<file path="config.mk">
export PLATFORM = sky130hd
export DESIGN_NAME = rsmc_config_regs
export DESIGN_NICKNAME = d
export VERILOG_FILES = /design/src/verilog/rsmc_config_regs.v
export VERILOG_INCLUDE_DIRS = /design/src /design/src/verilog
export SDC_FILE = /design/constraint.sdc
export NUM_CORES = 1
export LEC_CHECK = 0
export BUFFER_PORTS_ARGS = -buffer_cell sky130_fd_sc_hd__buf_2
export CAP_MARGIN = 20
export CORE_MARGIN = 1.5
export CORE_UTILIZATION = 30
export DETAILED_ROUTE_END_ITERATION = 12
export PLACE_DENSITY_LB_ADDON = 0.2
export SLEW_MARGIN = 20
export SYNTH_ARGS = -nofsm -noshare
export SYNTH_HDL_FRONTEND = slang
export SYNTH_SLANG_ARGS = --single-unit
</file>
<file path="constraint.sdc">
create_clock -name clk_i -period 4.6 [get_ports clk_i]
set_input_delay 0.92 -clock clk_i [delete_from_list [all_inputs] [get_ports clk_i]]
set_output_delay 0.92 -clock clk_i [all_outputs]
set_load 0.02 [all_outputs]
</file>
<file path="src/verilog/rsmc_defs.vh">
`ifndef RSMC_DEFS_VH
`define RSMC_DEFS_VH
// ----------------------------------------
// register offsets
// ----------------------------------------
`define RSMC_OFF_NODE_ID      6'h09
`define RSMC_OFF_CHANNEL      6'h0a
`define RSMC_OFF_IF_SETTING   6'h0b
`define RSMC_OFF_SYNTH_OFFSET 6'h0c
`define RSMC_OFF_CARRIER_HI   6'h0d
`define RSMC_OFF_CARRIER_MID  6'h0e
`define RSMC_OFF_CARRIER_LO   6'h0f
`define RSMC_OFF_BW_RATE_EXP  6'h10
`define RSMC_OFF_RATE_MANT    6'h11
// ----------------------------------------
// reset values
// ----------------------------------------
`define RSMC_RST_NODE_ID      8'h00
`define RSMC_RST_CHANNEL      8'h00
`define RSMC_RST_IF_TONE      5'h0f
`define RSMC_RST_IF_RSVD      1'h0
`define RSMC_RST_SYNTH_OFFSET 8'h00
`define RSMC_RST_CARRIER_HI   6'h1e
`define RSMC_RST_CARRIER_MID  8'hc4
`define RSMC_RST_CARRIER_LO   8'hec
`define RSMC_RST_BW_EXP       2'h2
`define RSMC_RST_BW_MANT      2'h0
`define RSMC_RST_RATE_EXP     4'hc
`define RSMC_RST_RATE_MANT    8'h22
// ----------------------------------------
// field positions
// ----------------------------------------
`define RSMC_IF_TONE_MSB      4
`define RSMC_IF_RSVD_BIT      5
`define RSMC_CARRIER_HI_MSB   5
`define RSMC_BW_EXP_MSB       7
`define RSMC_BW_EXP_LSB       6
`define RSMC_BW_MANT_MSB      5
`define RSMC_BW_MANT_LSB      4
`define RSMC_RATE_EXP_MSB     3
// ----------------------------------------
// address check modes and broadcast values
// ----------------------------------------
`define RSMC_ACM_NONE         2'h0
`define RSMC_ACM_NO_BCAST     2'h1
`define RSMC_ACM_BCAST_ZERO   2'h2
`define RSMC_ACM_BCAST_BOTH   2'h3
`define RSMC_BCAST_ZERO       8'h00
`define RSMC_BCAST_ONES       8'hff
`endif

</file>
<file path="src/verilog/rsmc_config_regs.v">
`include "rsmc_defs.vh"
`default_nettype none

module rsmc_config_regs (
    input  wire        clk_i,
    input  wire        reset_i,
    input  wire        wr_en_i,
    input  wire        rd_en_i,
    input  wire [5:0]  addr_i,
    input  wire [7:0]  wr_data_i,
    output reg  [7:0]  rd_data_o,
    output wire        hit_o,
    input  wire [1:0]  address_check_mode_i,
    input  wire        rx_mode_i,
    input  wire        pkt_addr_valid_i,
    input  wire [7:0]  pkt_addr_i,
    output reg         pkt_addr_accept_o,
    output wire [7:0]  channel_index_o,
    output wire [4:0]  intermediate_tone_word_o,
    output wire [7:0]  synth_offset_word_o,
    output wire [23:0] carrier_synth_word_o,
    output reg  [31:0] synth_carrier_synth_word_word_o,
    output wire [1:0]  rx_bw_exponent_o,
    output wire [1:0]  rx_bw_mantissa_o,
    output wire [3:0]  symbol_rate_exponent_o,
    output wire [7:0]  symbol_rate_mantissa_o,
    output reg  [23:0] symbol_rate_word_o,
    output reg  [5:0]  bw_decim_o
);

// ----------------------------------------
// parameters
// ----------------------------------------
parameter [7:0] CHANNEL_INDEX_SPACING = 8'h01;

// ----------------------------------------
// register storage
// ----------------------------------------
reg [7:0] node_id_q;
reg [7:0] channel_q;
reg [4:0] tone_q;
reg       if_rsvd_q;
reg [7:0] offset_q;
reg [5:0] carrier_hi_q;
reg [7:0] carrier_mid_q;
reg [7:0] carrier_lo_q;
reg [1:0] bw_exp_q;
reg [1:0] bw_mant_q;
reg [3:0] rate_exp_q;
reg [7:0] rate_mant_q;

function sel;
    input [5:0] a;
    input [5:0] off;
    begin
        sel = (a == off);
    end
endfunction

assign hit_o = (addr_i >= `RSMC_OFF_NODE_ID) &&
               (addr_i <= `RSMC_OFF_RATE_MANT);

// ----------------------------------------
// host writes
// ----------------------------------------
// write strobes, one per register
wire we_node_id  = wr_en_i & sel(addr_i, `RSMC_OFF_NODE_ID);
wire we_channel  = wr_en_i & sel(addr_i, `RSMC_OFF_CHANNEL);
wire we_if       = wr_en_i & sel(addr_i, `RSMC_OFF_IF_SETTING);
wire we_offset   = wr_en_i & sel(addr_i, `RSMC_OFF_SYNTH_OFFSET);
wire we_carr_hi  = wr_en_i & sel(addr_i, `RSMC_OFF_CARRIER_HI);
wire we_carr_mid = wr_en_i & sel(addr_i, `RSMC_OFF_CARRIER_MID);
wire we_carr_lo  = wr_en_i & sel(addr_i, `RSMC_OFF_CARRIER_LO);
wire we_bw_rate  = wr_en_i & sel(addr_i, `RSMC_OFF_BW_RATE_EXP);
wire we_rate_mnt = wr_en_i & sel(addr_i, `RSMC_OFF_RATE_MANT);

// ----------------------------------------
// node address and channel
// ----------------------------------------
always @(posedge clk_i) begin
    if (reset_i)
        node_id_q <= `RSMC_RST_NODE_ID;
    else if (we_node_id)
        node_id_q <= wr_data_i;
end

always @(posedge clk_i) begin
    if (reset_i)
        channel_q <= `RSMC_RST_CHANNEL;
    else if (we_channel)
        channel_q <= wr_data_i;
end

// ----------------------------------------
// intermediate tone and offset
// ----------------------------------------
always @(posedge clk_i) begin
    if (reset_i) begin
        tone_q    <= `RSMC_RST_IF_TONE;
        if_rsvd_q <= `RSMC_RST_IF_RSVD;
    end else if (we_if) begin
        tone_q    <= wr_data_i[`RSMC_IF_TONE_MSB:0];
        if_rsvd_q <= wr_data_i[`RSMC_IF_RSVD_BIT];
    end
end

always @(posedge clk_i) begin
    if (reset_i)
        offset_q <= `RSMC_RST_SYNTH_OFFSET;
    else if (we_offset)
        offset_q <= wr_data_i;
end

// ----------------------------------------
// carrier word bytes
// ----------------------------------------
always @(posedge clk_i) begin
    if (reset_i)
        carrier_hi_q <= `RSMC_RST_CARRIER_HI;
    else if (we_carr_hi)
        carrier_hi_q <= wr_data_i[`RSMC_CARRIER_HI_MSB:0];
end

always @(posedge clk_i) begin
    if (reset_i)
        carrier_mid_q <= `RSMC_RST_CARRIER_MID;
    else if (we_carr_mid)
        carrier_mid_q <= wr_data_i;
end

always @(posedge clk_i) begin
    if (reset_i)
        carrier_lo_q <= `RSMC_RST_CARRIER_LO;
    else if (we_carr_lo)
        carrier_lo_q <= wr_data_i;
end

// ----------------------------------------
// bandwidth and symbol rate fields
// ----------------------------------------
always @(posedge clk_i) begin
    if (reset_i) begin
        bw_exp_q   <= `RSMC_RST_BW_EXP;
        bw_mant_q  <= `RSMC_RST_BW_MANT;
        rate_exp_q <= `RSMC_RST_RATE_EXP;
    end else if (we_bw_rate) begin
        bw_exp_q   <= wr_data_i[`RSMC_BW_EXP_MSB:`RSMC_BW_EXP_LSB];
        bw_mant_q  <= wr_data_i[`RSMC_BW_MANT_MSB:`RSMC_BW_MANT_LSB];
        rate_exp_q <= wr_data_i[`RSMC_RATE_EXP_MSB:0];
    end
end

always @(posedge clk_i) begin
    if (reset_i)
        rate_mant_q <= `RSMC_RST_RATE_MANT;
    else if (we_rate_mnt)
        rate_mant_q <= wr_data_i;
end

// ----------------------------------------
// host reads
// ----------------------------------------
// assembled read words, unused bits read zero
wire [7:0] if_read_w = {2'h0, if_rsvd_q, tone_q};
wire [7:0] hi_read_w = {2'h0, carrier_hi_q};
wire [7:0] bw_read_w = {bw_exp_q, bw_mant_q, rate_exp_q};

reg [7:0] rd_data_d;

always @* begin
    case (addr_i)
        `RSMC_OFF_NODE_ID:      rd_data_d = node_id_q;
        `RSMC_OFF_CHANNEL:      rd_data_d = channel_q;
        `RSMC_OFF_IF_SETTING:   rd_data_d = if_read_w;
        `RSMC_OFF_SYNTH_OFFSET: rd_data_d = offset_q;
        `RSMC_OFF_CARRIER_HI:   rd_data_d = hi_read_w;
        `RSMC_OFF_CARRIER_MID:  rd_data_d = carrier_mid_q;
        `RSMC_OFF_CARRIER_LO:   rd_data_d = carrier_lo_q;
        `RSMC_OFF_BW_RATE_EXP:  rd_data_d = bw_read_w;
        `RSMC_OFF_RATE_MANT:    rd_data_d = rate_mant_q;
        default:                rd_data_d = 8'h00;
    endcase
end

always @(posedge clk_i) begin
    if (reset_i)
        rd_data_o <= 8'h00;
    else if (rd_en_i)
        rd_data_o <= rd_data_d;
end

// ----------------------------------------
// field outputs
// ----------------------------------------
assign channel_index_o          = channel_q;
assign intermediate_tone_word_o = tone_q;
assign synth_offset_word_o      = offset_q;
assign carrier_synth_word_o     = {2'h0, carrier_hi_q,
                                   carrier_mid_q, carrier_lo_q};
assign rx_bw_exponent_o         = bw_exp_q;
assign rx_bw_mantissa_o         = bw_mant_q;
assign symbol_rate_exponent_o   = rate_exp_q;
assign symbol_rate_mantissa_o   = rate_mant_q;

// ----------------------------------------
// address filter
// ----------------------------------------
wire own_match  = (pkt_addr_i == node_id_q);
wire zero_match = (pkt_addr_i == `RSMC_BCAST_ZERO);
wire ones_match = (pkt_addr_i == `RSMC_BCAST_ONES);
reg  accept_d;

always @* begin
    accept_d = 1'b0;
    case (address_check_mode_i)
        `RSMC_ACM_NONE:       accept_d = 1'b1;
        `RSMC_ACM_NO_BCAST:   accept_d = own_match;
        `RSMC_ACM_BCAST_ZERO: accept_d = own_match | zero_match;
        `RSMC_ACM_BCAST_BOTH: accept_d = own_match | zero_match |
                                         ones_match;
        default:              accept_d = 1'b0;
    endcase
end

// verdict holds until the next address byte
always @(posedge clk_i) begin
    if (reset_i)
        pkt_addr_accept_o <= 1'b0;
    else if (pkt_addr_valid_i)
        pkt_addr_accept_o <= accept_d;
end

// ----------------------------------------
// derived synthesizer word, units xtal/2^16
// ----------------------------------------
// offset step is xtal/2^14 = 4 units; tone step is xtal/2^10 = 64 units
wire [31:0] base_w   = {8'h00, carrier_synth_word_o};
// full 16-bit product, no truncation of large spacings
wire [15:0] channel_index_prod_w = channel_q * CHANNEL_INDEX_SPACING;
wire [31:0] channel_index_w   = {8'h00, channel_index_prod_w, 8'h00};
wire [31:0] offs_w   = {{22{offset_q[7]}}, offset_q, 2'b00};
wire [31:0] tone_w   = {21'h000000, tone_q, 6'h00};

// sums wrap modulo 2^32
wire [31:0] tx_carrier_synth_word_w = base_w + channel_index_w + offs_w;
wire [31:0] rx_carrier_synth_word_w = tx_carrier_synth_word_w - tone_w;

always @(posedge clk_i) begin
    if (reset_i)
        synth_carrier_synth_word_word_o <= 32'h0000_0000;
    else if (rx_mode_i)
        synth_carrier_synth_word_word_o <= rx_carrier_synth_word_w;
    else
        synth_carrier_synth_word_word_o <= tx_carrier_synth_word_w;
end

// ----------------------------------------
// derived symbol rate
// ----------------------------------------
// hidden one above the stored mantissa; largest value fits 24 bits
wire [8:0]  rate_mant_full_w = {1'b1, rate_mant_q};
wire [23:0] rate_word_w      = {15'h0000, rate_mant_full_w} << rate_exp_q;

always @(posedge clk_i) begin
    if (reset_i)
        symbol_rate_word_o <= 24'h00_0000;
    else
        symbol_rate_word_o <= rate_word_w;
end

// ----------------------------------------
// derived decimation ratio
// ----------------------------------------
// 4 plus mantissa is the mantissa with a leading one
wire [2:0] bw_mant_full_w = {1'b1, bw_mant_q};
wire [5:0] bw_decim_w     = {3'h0, bw_mant_full_w} << bw_exp_q;

always @(posedge clk_i) begin
    if (reset_i)
        bw_decim_o <= 6'h00;
    else
        bw_decim_o <= bw_decim_w;
end

endmodule // rsmc_config_regs

`default_nettype wire

</file>
==> results_dict.tcl <==
set metrics [dict create \
    ys_ff_latch 133 \
    place.port_buffers 160 \
    hold_path_class "flop to flop" \
    drc 0 \
    hold_viol 0 \
    setup_viol 0 \
    clkSinkCount 133 \
    max_stage_delay_ns 0.52 \
    wl_um 26900 \
    drt-pass1-iter-count 7 \
    place_congestion 0.863 \
    rows 58 \
    drt-wirelength-per-cell_um 18.2 \
    maxCapViolations 0 \
    cts_buffers 17 \
    rsz0062_at_grt "true" \
    endpoint_kind "flop" \
    crit_chain "ha_2, inv_1, fa_1, nor2b_1, o21ai_2, a21boi_2, o21ai_2, a21boi_2, o21ai_0, nand2b_1, buf_4, xor2_1, ha_1, buf_4, nand4_1, a21oi_1, o31ai_2, and3b_1, o21bai_1, or3_4, or4_4, a21oi_1" \
    syn_area_per_cell_um2 7.99 \
    clk_pin_slew_ns 0.06 \
    grt_pass1_wl_um 40700 \
    crit_fanout 5 \
    crit_type "flop to flop" \
    fmax_ghz 0.229 \
    power_density_nw_per_um2 293 \
    worstMarginPinSlew_ns 0.876 \
    grt_max_degree 64 \
    period_needed_ns 4.37 \
    yosys_most_used_dff "dfxtp_1" \
    cp.required_ns 4.95 \
    ctsHtreeMaxLevel 4 \
    period_share 0.950 \
    power_leakage_uw 0.00439 \
    ys_warn_count 0 \
    synth-edff-count 0 \
    syn_inst 963 \
    finalPower_uw 2860 \
    cts_hold_buffers 0 \
    core_area_um2 25200 \
    die_area_um2 26600 \
    finClkSkew_ns 0.00860 \
    slew_headroom 0.415 \
    async_flop_share 0 \
    cts_tree "yes" \
    status "completed" \
    root_buffer "clkbuf_16" \
    finalMaxSlewViolations 0 \
    insertion_delay_ns 0.42 \
    grt_usage 0.202 \
    antenna_found_initial 0 \
    instances_no_fill 1476 \
    yosysUniqueCellTypes 74 \
    grt_pass1_vias 6831 \
    cp_slowest_cell "or4_4" \
    syn2layout_area_growth_pct 27.0 \
    die_y_um 163 \
    overflow 0 \
    die_w_um 163 \
    nFillCells 2642 \
    num_antenna_cells 0 \
    ant_nets 0 \
    vias_per_cell 5.18 \
    yosysSeqAreaShare 0.346 \
    vias 7641 \
    netlist_area_um2 7690 \
    cp.arrival_ns 4.72 \
    drive_above_1_share 0.257 \
    drtIter0Drc 860 \
    nets 1203 \
    placed_cells 1437 \
    start_util 0.305 \
    holdWs_ns 0.469 \
    io-pin-count 163 \
    start_kind "flop" \
    cp.buffers_inverters 3 \
    clock_path_buffers 2 \
    irDropWorstVdd_v 0.000215 \
    cp_top_family "simple AND/OR/NAND/NOR gates" \
    place_hpwl_um 20300 \
]
## timing repair
action	in CTS	in global routing
pin swaps	0	9
resized for setup	3	27
setup buffers	0	7
endpoints found under the setup margin	3	6
## cells by family (layout without fill, tap and decap cells)
logic type / after synthesis / after routing / synth area share
adder cells (fa/ha/maj): 40 / 40 / 0.0680
XOR/XNOR: 43 / 43 / 0.0490
buffers and inverters: 92 / 274 / 0.0503
multiplexers: 34 / 34 / 0.0459
AO/OA/AOI/OAI: 229 / 229 / 0.195
AND/OR/NAND/NOR: 391 / 391 / 0.246
other: 1 / 2 / 0.000488
flip-flops: 133 / 133 / 0.346
## flip-flops by register name, summed over array words and instances, names as in the netlist
name,cells
synth_carrier_synth_word_word_o,26
symbol_rate_word_o,24
carrier_lo_q,8
carrier_mid_q,8
channel_index_o,8
node_id_q,8
rd_data_o,8
symbol_rate_mantissa_o,8
synth_offset_word_o,8
bw_decim_o,6
carrier_hi_q,6
intermediate_tone_word_o,5
symbol_rate_exponent_o,4
rx_bw_exponent_o,2
rx_bw_mantissa_o,2
if_rsvd_q,1
pkt_addr_accept_o,1
## worst paths after layout
check,from,to,slack (ns),cells after the start
worst max-delay path,channel_index_o[0],synth_carrier_synth_word_word_o[30],0.23,22
worst max register to register,channel_index_o[0],synth_carrier_synth_word_word_o[30],0.23,22
worst min register to register,if_rsvd_q,if_rsvd_q,0.47,2
worst min-delay path,if_rsvd_q,if_rsvd_q,0.47,2
## where the power goes
group / switching [uW] / internal (uW) / total [uW]
Sequential: 11.4 / 1170 / 1180
Clock: 567 / 917 / 1480
Combinational: 132 / 63.1 / 195
Total: 711 / 2150 / 2860
## worst reg2reg max path, cell delays in order, from the launching register on
cell and delay [ns]:
dfxtp_2 0.33, ha_2 0.17, inv_1 0.05, fa_1 0.38
nor2b_1 0.15, o21ai_2 0.08, a21boi_2 0.17, o21ai_2 0.09
a21boi_2 0.14, o21ai_0 0.09, nand2b_1 0.11, buf_4 0.13
xor2_1 0.16, ha_1 0.30, buf_4 0.18, nand4_1 0.13
a21oi_1 0.08, o31ai_2 0.13, and3b_1 0.23, o21bai_1 0.10
or3_4 0.41, or4_4 0.52, a21oi_1 0.15
## stage by stage
stage	util	setup TNS [ns]	instance area [um2]	setup WS, ns
after floorplan	-	0	7700	0.00269
final	0.388	0	9770	0.230
after CTS	0.382	0	9620	0.0546
after global placement	0.357	0	8990	0.0580
after detailed placement	0.357	-0.0710	8990	-0.0531
after global routing	0.388	-0.0573	9770	-0.0232
## synthesized netlist by cell type (5+ instances only)
cell,n,area [um2]
nand4_1,5,31.3
inv_1,27,101
nand3b_1,8,60.1
nor3_1,23,115
ha_1,37,463
xnor2_1,19,166
a211oi_1,12,90.1
a222oi_1,5,50.1
nand3_1,52,260
o21ai_1,5,25.0
mux2i_1,24,240
a21o_1,11,82.6
buf_4,10,75.1
clkbuf_1,49,184
a22oi_1,6,45.0
nor2b_1,20,125
xor2_1,24,210
and3_1,12,75.1
nor4_1,7,43.8
a31oi_1,6,37.5
dfxtp_1,133,2660
a21oi_1,88,440
o211ai_1,5,37.5
o21ai_0,29,145
nor2_1,103,387
mux2_2,10,113
nor3b_1,6,45.0
o22ai_1,6,37.5
nand2_1,114,428
and2_1,8,50.1
nand2b_1,12,75.1
a211o_1,10,87.6
## cells in the final DEF (no fill, tap or decap), types with 10 or more instances in the layout
cell type and instances:
inv_1 27, mux2_2 10, buf_4 55, clkbuf_16 17, xnor2_1 18, a211o_1 10, a21o_1 11, buf_2 159
nor2_1 101, a21oi_1 85, ha_1 34, xor2_1 23, dfxtp_1 129, and3_1 12, a211oi_1 12, nor3_1 23
nor2b_1 20, nand2_1 114, o21ai_0 26, nand3_1 52, nand2b_1 12, mux2i_1 24
## per-layer routing
metal	global-route usage	up-vias	routed length [um]
li1	-	3754	-
met1	0.306	3558	13300
met2	0.286	299	11200
met3	0.0396	30	2000
met4	0.0542	0	395
met5	0	-	0
## final cells by class
type                            instances  area [um2]  area share
Clock buffer                           19         433      0.0443
Clock inverter                         13         198      0.0202
Inverter                               28         105      0.0108
Multi-Input combinational cell        739        4740       0.485
Sequential cell                       133        2670       0.273
Tap cell                              330         413      0.0423
Timing Repair Buffer                  214        1210       0.124
(Power assumes the default switching activity.)
